**src/hw/pin_irq_defines.svh**
```systemverilog
// Offsets, field positions, reset values and timing counts of the pin interrupt unit.
`ifndef PIN_IRQ_DEFINES_SVH
`define PIN_IRQ_DEFINES_SVH

// Register byte offsets on the bus, decoded from haddr[7:0].
`define OFS_SENSE_PRIMARY  8'h00
`define OFS_SENSE_EXTENDED 8'h04
`define OFS_PIN_IRQ_ENABLE 8'h08
`define OFS_PIN_IRQ_PEND   8'h0c

// Sense field positions in the primary control register.
`define PIN_A_SENSE_LSB    0
`define PIN_B_SENSE_LSB    2
// Edge select bit of pin C in the extended control register.
`define PIN_C_EDGE_BIT     0

// Enable and pending bit positions, shared by both registers.
`define PIN_B_BIT          7
`define PIN_A_BIT          6
`define PIN_C_BIT          5

// Reset value of every register of the unit.
`define REG_RESET          8'h00

// Watchdog oscillator period and system clock period, in ns.
`define WDT_PERIOD_NS      1000
`define CLK_PERIOD_NS      20
// Cycles of hclk per watchdog tick, rounded down.
`define WDT_CYCLES         (`WDT_PERIOD_NS / `CLK_PERIOD_NS)

`endif

```
**src/hw/pin_irq_pkg.sv**
```systemverilog
// Types shared by the pin interrupt unit and its sense channels.
package pin_irq_pkg;

  // Sense modes of pins A and B, in field order.
  typedef enum logic [1:0] {
    SENSE_LOW,
    SENSE_CHANGE,
    SENSE_FALL,
    SENSE_RISE
  } sense_mode_t;

  // Steps of the power-down level wake sampler.
  typedef enum logic [1:0] {
    WAKE_IDLE,
    WAKE_FIRST,
    WAKE_HELD
  } wake_state_t;

  // State of one sense channel.
  typedef struct packed {
    logic sync1;
    logic sync2;
    logic prev;
  } chan_state_t;

  // State of the whole unit.
  typedef struct packed {
    logic [7:0]  sense_pri;
    logic [7:0]  sense_ext;
    logic [7:0]  enable;
    logic [2:0]  pend;
    logic        c_prev;
    logic        dsel;
    logic        dwrite;
    logic [7:0]  daddr;
    logic [31:0] rdata;
    logic [5:0]  wdt_cnt;
    wake_state_t wake;
  } unit_state_t;

endpackage

```
**src/hw/sense_chan_if.sv**
```systemverilog
// Link between the unit and one synchronous sense channel.
`timescale 1ns/10ps
interface sense_chan_if;
  logic       pin;        // Pad level of the pin.
  logic       io_en;      // High while the I/O clock runs.
  logic [1:0] mode;       // Sense mode field.
  logic       event_hit;  // One-cycle edge or change event.
  logic       level_req;  // Low-level request, follows the pin.
  modport ctrl (output pin, io_en, mode, input event_hit, level_req);
  modport chan (input pin, io_en, mode, output event_hit, level_req);
endinterface

```
**src/hw/pin_sense_channel.sv**
```systemverilog
// Synchronous sense channel for one level or edge sensed pin.
`timescale 1ns/10ps
module pin_sense_channel (
  // Clock and reset.
  input wire logic     hclk,
  input wire logic     hresetn,
  // Link to the unit.
  sense_chan_if.chan   sc
);

  pin_irq_pkg::chan_state_t st;   // Registered channel state.
  pin_irq_pkg::chan_state_t nxt;  // Next channel state.
  pin_irq_pkg::sense_mode_t mode; // Mode field as an enum.

  assign mode = pin_irq_pkg::sense_mode_t'(sc.mode);

  // The pipe only moves while the I/O clock runs, like the real gated clock.
  always_comb begin
    nxt = st;
    if (sc.io_en) begin
      nxt.sync1 = sc.pin;
      nxt.sync2 = st.sync1;
      nxt.prev  = st.sync2;
    end
  end

  // Edge events compare the synchronised sample with the previous one.
  always_comb begin
    sc.event_hit = 1'b0;
    if (sc.io_en) begin
      case (mode)
        pin_irq_pkg::SENSE_CHANGE: sc.event_hit = st.sync2 ^ st.prev;
        pin_irq_pkg::SENSE_FALL:   sc.event_hit = st.prev & ~st.sync2;
        pin_irq_pkg::SENSE_RISE:   sc.event_hit = ~st.prev & st.sync2;
        default:                   sc.event_hit = 1'b0;
      endcase
    end
  end

  // Low level is taken straight from the pad, so it needs no clock and drops at once.
  assign sc.level_req = (mode == pin_irq_pkg::SENSE_LOW) & ~sc.pin;

  // Reset to high so a quiet high pin raises nothing after reset.
  always_ff @(posedge hclk or negedge hresetn) begin
    if (!hresetn) begin
      st <= '{sync1: 1'b1, sync2: 1'b1, prev: 1'b1};
    end else begin
      st <= nxt;
    end
  end
endmodule // pin_sense_channel

```
**src/hw/external_pin_interrupt_unit.sv**
```systemverilog
// Pin interrupt unit: sense control, enables, pending flags and wake logic on AHB-Lite.
//
// Behaviour
// - Pins detected even when driven as outputs.
// - Low-level mode requests while pin stays low.
// - Edge modes on A, B need I/O clock.
// - Low level and pin C work clockless.
// - Power-down level wake needs two watchdog samples.
// - Pin B sense field at bits 3:2.
// - Pin A sense field at bits 1:0.
// - Pins sampled; pulses over one clock detected.
// - Pin C bit selects falling or rising edge.
// - Request needs own enable and global enable.
// - Each pin has its own request vector.
// - Edge events set pending flags 7, 6, 5.
// - Flags clear on entry or writing one.
// - Level mode flag always reads cleared.
// - Deep sleep without enable may set pin C.
//
// Added by the designer: the AHB-Lite slave port and the address map.
`timescale 1ns/10ps
`include "pin_irq_defines.svh"
module external_pin_interrupt_unit (
  // Clock and reset.
  input  wire logic        hclk,
  input  wire logic        hresetn,
  // AHB-Lite slave.
  input  wire logic        hsel,
  input  wire logic [31:0] haddr,
  input  wire logic [1:0]  htrans,
  input  wire logic        hwrite,
  input  wire logic [2:0]  hsize,
  input  wire logic        hready,
  input  wire logic [31:0] hwdata,
  output logic      [31:0] hrdata,
  output logic             hreadyout,
  output logic             hresp,
  // Interrupt pins, pad levels.
  input  wire logic        irq_pin_a,
  input  wire logic        irq_pin_b,
  input  wire logic        irq_pin_c,
  // Core and power manager.
  input  wire logic        global_irq_en,
  input  wire logic [2:0]  irq_ack,
  input  wire logic        io_clk_run,
  input  wire logic        deep_sleep,
  input  wire logic        power_down,
  // Requests to the core, one per vector: 0 pin A, 1 pin B, 2 pin C.
  output logic      [2:0]  irq_req,
  output logic             wake_req
);

  localparam logic [5:0] WDT_LAST = 6'(`WDT_CYCLES - 1);  // Last count of a tick.

  pin_irq_pkg::unit_state_t st;   // Registered state.
  pin_irq_pkg::unit_state_t nxt;  // Next state.

  logic [1:0] ab_event;           // Edge events from channels A and B.
  logic [1:0] ab_level;           // Level requests from channels A and B.
  logic [1:0] ab_pins;            // Pad levels of pins A and B.
  logic [1:0] ab_low_mode;        // Channel is in low-level mode.
  logic [2:0] en_bits;            // Enable bits in pin order A, B, C.
  logic       pin_c_int;          // Pin C behind its input buffer.
  logic       c_lvl;              // Pin C level in the selected polarity.
  logic       c_event;            // Pin C edge event.
  logic       take;               // Address phase accepted.
  logic       wr;                 // Register write data phase.
  logic       wdt_tick;           // Watchdog oscillator tick enable.
  logic       lvl_wake;           // Enabled level source is low.
  logic [2:0] clr;                // Flag clears in pin order.
  logic [2:0] set;                // Flag sets in pin order.

  // The pad level includes whatever the port itself drives, so output pins still trigger.
  assign ab_pins = {irq_pin_b, irq_pin_a};

  sense_chan_if sc [2] ();

  // One synchronous sense channel per level and edge sensed pin.
  genvar g;
  generate
    for (g = 0; g < 2; g++) begin : gen_chan
      assign sc[g].pin   = ab_pins[g];
      assign sc[g].io_en = io_clk_run;
      assign sc[g].mode  = st.sense_pri[`PIN_A_SENSE_LSB + 2 * g +: 2];
      assign ab_event[g] = sc[g].event_hit;
      assign ab_level[g] = sc[g].level_req;
      assign ab_low_mode[g] = (sc[g].mode == 2'h0);
      pin_sense_channel u_chan (
        .hclk    (hclk),
        .hresetn (hresetn),
        .sc      (sc[g])
      );
    end
  endgenerate

  assign en_bits = {st.enable[`PIN_C_BIT], st.enable[`PIN_B_BIT], st.enable[`PIN_A_BIT]};

  // Without its enable, deep sleep turns the pin C buffer off and the internal level drops low.
  assign pin_c_int = irq_pin_c & ~(deep_sleep & ~en_bits[2]);

  // Pin C runs every hclk, independent of the I/O clock; polarity flip can itself fire.
  assign c_lvl   = ~(pin_c_int ^ st.sense_ext[`PIN_C_EDGE_BIT]);
  assign c_event = c_lvl & ~st.c_prev;

  // Bus decode: the slave always answers at once with OKAY.
  assign take      = hsel & hready & htrans[1];
  assign wr        = st.dsel & st.dwrite;
  assign hreadyout = 1'b1;
  assign hresp     = 1'b0;
  assign hrdata    = st.rdata;

  // Watchdog tick divider, one enable pulse each watchdog period.
  assign wdt_tick = (st.wdt_cnt == WDT_LAST);

  // A low enabled level source counts toward wake-up.
  assign lvl_wake = |(ab_level & en_bits[1:0]);

  // Flag sets and clears; a set in the same cycle as a clear wins.
  always_comb begin
    set = {c_event, ab_event};
    clr = irq_ack;
    if (wr && st.daddr == `OFS_PIN_IRQ_PEND) begin
      clr[0] = clr[0] | hwdata[`PIN_A_BIT];
      clr[1] = clr[1] | hwdata[`PIN_B_BIT];
      clr[2] = clr[2] | hwdata[`PIN_C_BIT];
    end
  end

  // Next state of the whole unit.
  always_comb begin
    nxt = st;
    // Data phase of a write stores the low byte.
    if (wr) begin
      if (st.daddr == `OFS_SENSE_PRIMARY) begin
        nxt.sense_pri = hwdata[7:0];
      end else if (st.daddr == `OFS_SENSE_EXTENDED) begin
        nxt.sense_ext = hwdata[7:0];
      end else if (st.daddr == `OFS_PIN_IRQ_ENABLE) begin
        nxt.enable = hwdata[7:0];
      end
    end
    // Pending flags.
    for (int i = 0; i < 3; i++) begin
      nxt.pend[i] = set[i] | (st.pend[i] & ~clr[i]);
    end
    // Level mode owns no flag, so it is held clear.
    for (int i = 0; i < 2; i++) begin
      if (nxt.sense_pri[`PIN_A_SENSE_LSB + 2 * i +: 2] == 2'h0) begin
        nxt.pend[i] = 1'b0;
      end
    end
    nxt.c_prev = c_lvl;
    // Address phase, read data built from the updated registers so back to back is coherent.
    nxt.dsel = take;
    if (take) begin
      nxt.dwrite = hwrite;
      nxt.daddr  = haddr[7:0];
      nxt.rdata  = 32'h0000_0000;
      if (haddr[7:0] == `OFS_SENSE_PRIMARY) begin
        nxt.rdata[7:0] = nxt.sense_pri;
      end else if (haddr[7:0] == `OFS_SENSE_EXTENDED) begin
        nxt.rdata[7:0] = nxt.sense_ext;
      end else if (haddr[7:0] == `OFS_PIN_IRQ_ENABLE) begin
        nxt.rdata[7:0] = nxt.enable;
      end else if (haddr[7:0] == `OFS_PIN_IRQ_PEND) begin
        nxt.rdata[`PIN_A_BIT] = nxt.pend[0];
        nxt.rdata[`PIN_B_BIT] = nxt.pend[1];
        nxt.rdata[`PIN_C_BIT] = nxt.pend[2];
      end
    end
    // Watchdog divider.
    nxt.wdt_cnt = wdt_tick ? 6'h00 : st.wdt_cnt + 6'h01;
    // Level wake sampler, only meaningful in power-down.
    case (st.wake)
      pin_irq_pkg::WAKE_IDLE: begin
        if (power_down && wdt_tick && lvl_wake) begin
          nxt.wake = pin_irq_pkg::WAKE_FIRST;
        end
      end
      pin_irq_pkg::WAKE_FIRST: begin
        if (!power_down || !lvl_wake) begin
          nxt.wake = pin_irq_pkg::WAKE_IDLE;
        end else if (wdt_tick) begin
          nxt.wake = pin_irq_pkg::WAKE_HELD;
        end
      end
      pin_irq_pkg::WAKE_HELD: begin
        // Held until power-down ends; a level lost meanwhile wakes without a request.
        if (!power_down) begin
          nxt.wake = pin_irq_pkg::WAKE_IDLE;
        end
      end
      default: begin
        nxt.wake = pin_irq_pkg::WAKE_IDLE;
      end
    endcase
  end

  // Requests per vector; level requests bypass the flags and follow the pin.
  always_comb begin
    irq_req[0] = global_irq_en & en_bits[0] & (st.pend[0] | ab_level[0]);
    irq_req[1] = global_irq_en & en_bits[1] & (st.pend[1] | ab_level[1]);
    irq_req[2] = global_irq_en & en_bits[2] & st.pend[2];
  end

  // Pin C edges wake from any sleep; levels only after the watchdog samples.
  assign wake_req = (st.wake == pin_irq_pkg::WAKE_HELD) | (st.pend[2] & en_bits[2]);

  // The single state register.
  always_ff @(posedge hclk or negedge hresetn) begin
    if (!hresetn) begin
      st <= '{sense_pri: `REG_RESET, sense_ext: `REG_RESET, enable: `REG_RESET,
              pend: 3'h0, c_prev: 1'b1, dsel: 1'b0, dwrite: 1'b0, daddr: 8'h00,
              rdata: 32'h0000_0000, wdt_cnt: 6'h00, wake: pin_irq_pkg::WAKE_IDLE};
    end else begin
      st <= nxt;
    end
  end
endmodule // external_pin_interrupt_unit

```
**config.mk**
```make
export PLATFORM = sky130hd
export DESIGN_NAME = external_pin_interrupt_unit
export DESIGN_NICKNAME = d
export VERILOG_FILES = /design/src/hw/pin_irq_pkg.sv /design/src/hw/sense_chan_if.sv /design/src/hw/pin_sense_channel.sv /design/src/hw/external_pin_interrupt_unit.sv
export VERILOG_INCLUDE_DIRS = /design/src /design/src/hw
export SDC_FILE = /design/constraint.sdc
export NUM_CORES = 1
export LEC_CHECK = 0
export BUFFER_PORTS_ARGS = -buffer_cell sky130_fd_sc_hd__buf_4
export CAP_MARGIN = 20
export CORE_ASPECT_RATIO = 0.5
export CORE_MARGIN = 2
export CORE_UTILIZATION = 45
export DETAILED_ROUTE_END_ITERATION = 6
export GPL_ROUTABILITY_DRIVEN = 1
export PLACE_DENSITY = 0.85
export SLEW_MARGIN = 10
export SYNTH_ARGS = -nofsm -noshare
export SYNTH_HDL_FRONTEND = slang
export SYNTH_SLANG_ARGS = --single-unit
```
**constraint.sdc**
```tcl
create_clock -name hclk -period 3 [get_ports hclk]
set_clock_uncertainty 0.1 [all_clocks]
set_input_delay 0.6 -clock hclk [delete_from_list [all_inputs] [get_ports hclk]]
set_output_delay 0.6 -clock hclk [all_outputs]
set_load 0.05 [all_outputs]
```
==> results of run 1 <==
==> final cells by class <==
type	instances	share of cell area [%]
Inverter	12	1.19
Timing Repair Buffer	51	10.2
Clock inverter	4	2.52
Clock buffer	12	6.80
Multi-Input combinational cell	206	36.2
Sequential cell	60	40.1
Tap cell	92	3.05
==> path summary, 6_finish.rpt <==
check / end / slack [ns] / depth (start not counted)
setup / recovery: hrdata[7] / 0.37 / 6
hold / removal: st[45] / 0.23 / 1
setup reg to reg: hrdata[7] / 0.37 / 6
hold reg to reg: gen_chan[1].u_chan.st[1] / 0.39 / 2
max in group asynchronous: hrdata[4] / 2.07 / 1
min in group hclk: st[44] / 0.37 / 3
==> kinds of logic (layout without fill, tap and decap cells) <==
| kind of cell | count (synthesis) | after routing | synth area share, % |
|---|---|---|---|
| simple gates | 92 | 92 | 15.6 |
| flops | 60 | 60 | 48.3 |
| buf+inv | 56 | 79 | 10.9 |
| compound gates | 51 | 51 | 11.8 |
| mux | 26 | 26 | 9.33 |
| fa+ha+maj | 6 | 6 | 2.40 |
| xor+xnor | 5 | 5 | 1.40 |
| other cells | 2 | 26 | 0.240 |
==> synthesized netlist by cell type (3+ instances only) <==
| library cell | n | area [um2] |
|---|---|---|
| dfrtp_1 | 53 | 1330 |
| buf_4 | 34 | 255 |
| nand2_1 | 34 | 128 |
| mux2_2 | 25 | 282 |
| o21ai_0 | 15 | 75.1 |
| inv_1 | 12 | 45.0 |
| nor3_1 | 11 | 55.1 |
| nor2_1 | 10 | 37.5 |
| nand3_1 | 9 | 45.0 |
| clkbuf_1 | 7 | 26.3 |
| dfstp_2 | 7 | 184 |
| nand2b_1 | 7 | 43.8 |
| ha_1 | 6 | 75.1 |
| a22oi_1 | 5 | 37.5 |
| o221ai_1 | 4 | 35.0 |
| a21oi_1 | 3 | 15.0 |
| nor2b_1 | 3 | 18.8 |
| o211a_1 | 3 | 30.0 |
| or4_1 | 3 | 22.5 |
| xor2_1 | 3 | 26.3 |
==> registers in the layout, summed over array words and instances (netlist names) <==
name / flops
en_bits: 3
st: 39
sc.mode: 4
gen_chan.u_chan.st: 6
hrdata: 8
==> metrics by stage <==
step,hold WS (ns),std cells
after floorplan,0.204,322
after global placement,0.372,421
after detailed placement,0.382,421
after CTS,0.259,437
after global routing,0.304,437
final,0.229,437
==> power by group <==
| group | switching (uW) | internal (uW) |
|---|---|---|
| logic | 229 | 125 |
| clock network | 345 | 854 |
| registers | 54.8 | 883 |
==> metal layers <==
| layer | part of all wire, % | vias up | track usage (%) |
|---|---|---|---|
| met5 | 0 | - | 0 |
| met4 | 1.9 | 0 | 8.48 |
| met3 | 8.3 | 9 | 6.93 |
| met2 | 49 | 112 | 29.1 |
| met1 | 41 | 1103 | 22.8 |
| li1 | - | 1089 | - |
==> critical path, cell delays in order, from the launching register on <==
cell and delay [ns]:
dfrtp_1 0.38, or4_1 0.68, nor4_4 0.31, buf_4 0.29, nor3_1 0.09, a2111oi_0 0.48
o31a_1 0.21
==> run summary, run 1 <==
STATUS
------------------------------------------------------------------------------------
Run status                                                              complete, no violations

FLOORPLANNING
------------------------------------------------------------------------------------
Placement row count                                                               21
Starting utilization of the core area                                          46.6%
Core area                                                                0.00670 mm2
Horizontal die dimension                                                      122 um
Count of boundary I/O pins                                                       122
Chip Height                                                                  62.9 um
Die footprint                                                            0.00767 mm2

CRITICAL PATH
------------------------------------------------------------------------------------
Endpoint class of the critical path                                        flip-flop
Startpoint of the most critical register-to-register path                     st[47]
Critical path peak fanout                                                         17
First element of the critical path                                            st[47]
Worst Path Arrival                                                           2.79 ns
Critical Path RT                                                             3.16 ns
Type of the worst setup path                                            flip-flop to flip-flop
Critical path startpoint category                                          flip-flop

ROUTE
------------------------------------------------------------------------------------
Wire length per cell                                                         15.2 um
Final ANT Viol Nets                                                                0
Starting DRT DRC Count                                                           215
Number of remaining DRC errors                                                     0
Total iterations of the first detailed-routing run                                 4
Total via count in the routed design                                            2313
Routed vias/inst                                                                5.29
WL final                                                                     6650 um

PLACE
------------------------------------------------------------------------------------
Worst-case setup slack after placement                                      0.273 ns
Total of buffers placed on input and output ports                                 43
Final weighted congestion in routability-driven placement                      0.888
Post-detailed-placement cell area                                        0.00342 mm2
Dpl hpwl                                                                     4640 um

CLOCK TREE
------------------------------------------------------------------------------------
Register clock-pin slew on the reported worst setup and hold paths           0.05 ns
Maximum level of the CTS H-tree                                                    3
Post-cts gate resize count                                                         0
Number of sinks driven by the clock tree                                          60
Cell chosen for the clock root                                             clkbuf_16
Hold buffer count at cts                                                           0
Buffer levels on the longest clock path                                            2
CTS tree                                                                       built
TritonCTS Buffers                                                                  9
Clock latency on the worst-skew pair                                         0.33 ns
Number of post-CTS setup repair buffers                                            0

FINAL LAYOUT
------------------------------------------------------------------------------------
Fraction of layout cells with a size suffix above 1                            29.6%
ANT cells                                                                          0
Most common library cell in the layout ignoring fill and taps                dfrtp_1
Number of fillers in the final layout                                            526
Commonest cells after routing, fill and taps aside                      dfrtp_1 (53), buf_4 (51), nand2_1 (34), conb_1 (26), mux2_2 (25)
Net count of the finished layout                                                 430
Final std cell area, no fill                                             0.00377 mm2
Area Growth Syn to Fin                                                         20.6%
Reg area                                                                 0.00151 mm2
Area used by multi-input combinational logic                             0.00137 mm2
Finished Core Util                                                             56.3%

GLOBAL ROUTING
------------------------------------------------------------------------------------
Global-route wire length before repair                                      10800 um
Number of global-route vias before repair                                       2245
Total routing usage reported by global routing                                 18.5%
Largest net degree at the start of global routing                                 61
Antenna violations before repair                                                   0
Total global routing overflow                                                      0

STA
------------------------------------------------------------------------------------
Achievable clock frequency                                                 0.380 GHz
Number of endpoints with negative hold slack in the final report                   0
Number of slew-limit violations in the final report                                0
Unrepaired setup endpoints after global routing                                   no
Setup TNS after final layout                                                    0 ns
Final setup violation count                                                        0
Worst-case setup margin in the final layout                                 0.369 ns
Shortest period the worst path allows                                        2.63 ns
Worst Max-Slew Pin Slew                                                     0.740 ns
Worst relative slew slack                                                      50.7%
Final critical-path share of the clock period                                  87.7%

SYNTH
------------------------------------------------------------------------------------
Syn. warnings                                                                      0
Count of distinct cell types in the synthesized netlist                           51
Seq cells post-synth                                                              60
Top FF cell, synth                                                           dfrtp_1
Post-Syn Area per Cell                                                      10.5 um2
Post-Synthesis Cells                                                             298
Post-synth EDFFs                                                                   0
Proportion of synthesized flip-flops having asynchronous set or reset           100%
Synthesized area                                                         0.00313 mm2
Share of synthesized area occupied by flip-flops and latches                   48.3%

POWER
------------------------------------------------------------------------------------
PwrDens                                                                   661 mW/mm2
Leakage                                                                   0.00177 uW
VDD IR max                                                                  0.319 mV
Overall power                                                                2490 uW

WORST HOLD PATH
------------------------------------------------------------------------------------
Worst min-delay path category                                           input port to async pin

JOB
------------------------------------------------------------------------------------
Number of max-cap violations                                                       0

(Power assumes the default switching activity.)
==> inputs of run 2 (changes only) <==
- CELL_PAD_IN_SITES_DETAIL_PLACEMENT: default -> 1
- CELL_PAD_IN_SITES_GLOBAL_PLACEMENT: default -> 1
- CORE_UTILIZATION: 45 -> 36
- PLACE_DENSITY: 0.85 -> 0.89
==> run 2 against run 1 <==
Core utilization is 11 points lower. Final cell count is 4.8% higher. Worst setup slack got worse by 0.16 ns. Total power fell by 10%. Routed wire length rose by 26%. Flip-flop and latch count unchanged. Sequential share of layout area up 0.58 points. Sequential power rose by 0.9%. Die area up 24%. Worst hold slack improved by 0.013 ns. Critical path type unchanged. Highest routed layer unchanged.
==> run summary, run 2 (synthesis gave the netlist of run 1 again) <==
CRITICAL PATH
---------------------------------------------------------------------------------
Critical path peak fanout                                                      16   was 17
Worst Path Arrival                                                        2.95 ns   was 2.79 ns
Critical Path RT                                                          3.16 ns   about the same
Number of cell instances on the worst register-to-register path                 7   was 6
Critical path startpoint category                                       flip-flop   unchanged
Endpoint class of the critical path                                     flip-flop   unchanged
Type of the worst setup path                                         flip-flop to flip-flop   unchanged

GLOBAL ROUTING
---------------------------------------------------------------------------------
Total routing usage reported by global routing                              18.9%   was 18.5%
Total global routing overflow                                                   0   unchanged
Global-route wire length before repair                                   13500 um   was 10800 um
Number of global-route vias before repair                                    2593   was 2245
Largest net degree at the start of global routing                              61   unchanged
Antenna violations before repair                                                0   unchanged

POWER
---------------------------------------------------------------------------------
PwrDens                                                                601 mW/mm2   was 661 mW/mm2
Portion of total power attributed to combinational logic                    16.6%   was 14.2%
Clock Power Share                                                           41.1%   was 48.1%
Switch share                                                                29.1%   was 25.2%
Net switching power figure                                                 649 uW   was 629 uW
VDD IR max                                                               0.262 mV   was 0.319 mV
Pint                                                                      1590 uW   was 1860 uW
Share of total power in sequential cells                                    42.3%   was 37.7%
Leakage                                                                0.00174 uW   was 0.00177 uW

FLOORPLANNING
---------------------------------------------------------------------------------
Core area                                                             0.00820 mm2   was 0.00670 mm2
Chip Height                                                               69.9 um   was 62.9 um
Count of boundary I/O pins                                                    122   unchanged
Horizontal die dimension                                                   136 um   was 122 um
Die footprint                                                         0.00949 mm2   was 0.00767 mm2
Starting utilization of the core area                                       38.1%   was 46.6%
Placement row count                                                            23   was 21

PLACE
---------------------------------------------------------------------------------
Total of buffers placed on input and output ports                              43   unchanged
Dpl hpwl                                                                  5470 um   was 4640 um
Final weighted congestion in routability-driven placement                   0.813   was 0.888
Post-detailed-placement cell area                                     0.00345 mm2   was 0.00342 mm2

FINAL LAYOUT
---------------------------------------------------------------------------------
ANT cells                                                                       0   unchanged
Register with the highest flop count                                           st   unchanged
Commonest cells after routing, fill and taps aside                   dfrtp_1 (53), buf_4 (52), nand2_1 (34), conb_1 (26), mux2_2 (25)   was dfrtp_1 (53), buf_4 (51), nand2_1 (34), conb_1 (26), mux2_2 (25)
Fraction of layout cells with a size suffix above 1                         29.2%   was 29.6%
Net count of the finished layout                                              431   was 430
Final std cell area, no fill                                          0.00372 mm2   was 0.00377 mm2
Number of flip-flops in the largest register                                   39   unchanged
Most common library cell in the layout ignoring fill and taps             dfrtp_1   unchanged
Area Growth Syn to Fin                                                      18.9%   was 20.6%

STATUS
---------------------------------------------------------------------------------
Run status                                                           complete, no violations   unchanged

ROUTE
---------------------------------------------------------------------------------
Routed vias/inst                                                             5.27   was 5.29
Final ANT Viol Nets                                                             0   unchanged
Total iterations of the first detailed-routing run                              4   unchanged
Starting DRT DRC Count                                                        150   was 215
WL final                                                                  8360 um   was 6650 um
Wire length per cell                                                      18.2 um   was 15.2 um
Total via count in the routed design                                         2414   was 2313
Number of remaining DRC errors                                                  0   unchanged

CLOCK TREE
---------------------------------------------------------------------------------
CTS tree                                                                    built   unchanged
TritonCTS Buffers                                                               9   unchanged
Cell chosen for the clock root                                          clkbuf_16   unchanged
Hold buffer count at cts                                                        0   unchanged
Post-cts gate resize count                                                      0   unchanged
Number of sinks driven by the clock tree                                       60   unchanged
Buffer levels on the longest clock path                                         2   unchanged
Maximum level of the CTS H-tree                                                 3   unchanged
Register clock-pin slew on the reported worst setup and hold paths        0.06 ns   was 0.05 ns
Number of post-CTS setup repair buffers                                         0   unchanged
Clock latency on the worst-skew pair                                      0.33 ns   about the same

JOB
---------------------------------------------------------------------------------
Number of max-cap violations                                                    0   unchanged

STA
---------------------------------------------------------------------------------
Number of endpoints with negative hold slack in the final report                0   unchanged
Unrepaired setup endpoints after global routing                                no   unchanged
Final setup violation count                                                     0   unchanged
Number of slew-limit violations in the final report                             0   unchanged
Final critical-path share of the clock period                               93.0%   was 87.7%
Shortest period the worst path allows                                     2.79 ns   was 2.63 ns
Worst relative slew slack                                                   49.3%   was 50.7%
Achievable clock frequency                                              0.358 GHz   was 0.380 GHz
Worst Max-Slew Pin Slew                                                  0.760 ns   was 0.740 ns
Setup TNS after final layout                                                 0 ns   unchanged

WORST HOLD PATH
---------------------------------------------------------------------------------
Worst min-delay path category                                        input port to async pin   unchanged

[run 2: cell count changes in the layout (fill, tap and decap cells not counted), sizes merged]
| cell | previous run | this run |
|---|---|---|
| buf | 51 | 52 |
| clkinv | 1 | 3 |
| clkbuf | 12 | 13 |
| bufinv | 3 | 0 |
[run 2: path summary, 6_finish.rpt]
check	end	slack, ns	from
min	st[68]	0.24	hresetn
min in group hclk	st[45]	0.38	haddr[5]
max in group asynchronous	hrdata[0]	2.05	hresetn
max reg2reg	hrdata[6]	0.21	st[47]
max	hrdata[6]	0.21	st[47]
min reg2reg	st[7]	0.39	st[7]
[run 2: per-stage QoR]
step | worst slack [ns] | hold WS, ns | utilization [%] | power, uW | instances
floorplan | 0.690 | 0.204 | - | 1220 | 322
global placement | 0.300 | 0.373 | 42.1 | 1290 | 442
detailed placement | 0.221 | 0.382 | 42.1 | 1310 | 442
CTS | 0.210 | 0.279 | 45.3 | 2250 | 458
global route | 0.0476 | 0.290 | 45.3 | 2330 | 458
finish | 0.210 | 0.242 | 45.3 | 2230 | 458
[run 2: per-layer routing]
| layer | GRT usage (%) | part of all wire, % |
|---|---|---|
| met5 | 0 | 0 |
| met4 | 8.33 | 2.8 |
| met3 | 5.88 | 5.8 |
| met2 | 32.7 | 51 |
| met1 | 21.8 | 41 |
[run 2: final cells by class]
cell class	count	area, um2
Clock buffer	13	250
Clock inverter	3	15.0
Fill cell	923	4490
Inverter	12	45.0
Multi-Input combinational cell	206	1370
Sequential cell	60	1510
Tap cell	112	140
Timing Repair Buffer	52	390
[run 2: power by group through the flow]
| stage | clock [uW] | sequential, uW | combinational (uW) |
|---|---|---|---|
| after floorplan | 0 | 925 | 298 |
| after global placement | 0 | 946 | 348 |
| after detailed placement | 0 | 952 | 360 |
| after CTS | 936 | 944 | 371 |
| after global routing | 976 | 953 | 400 |
| final | 919 | 946 | 370 |
[run 2: worst max-delay path: stages, from the launching register on]
cell and delay (ns):
dfrtp_1 0.39, or4_1 0.69, nor4_4 0.36, buf_4 0.30, nor3_1 0.09, a2111oi_0 0.42, buf_4 0.21, o31a_1 0.15
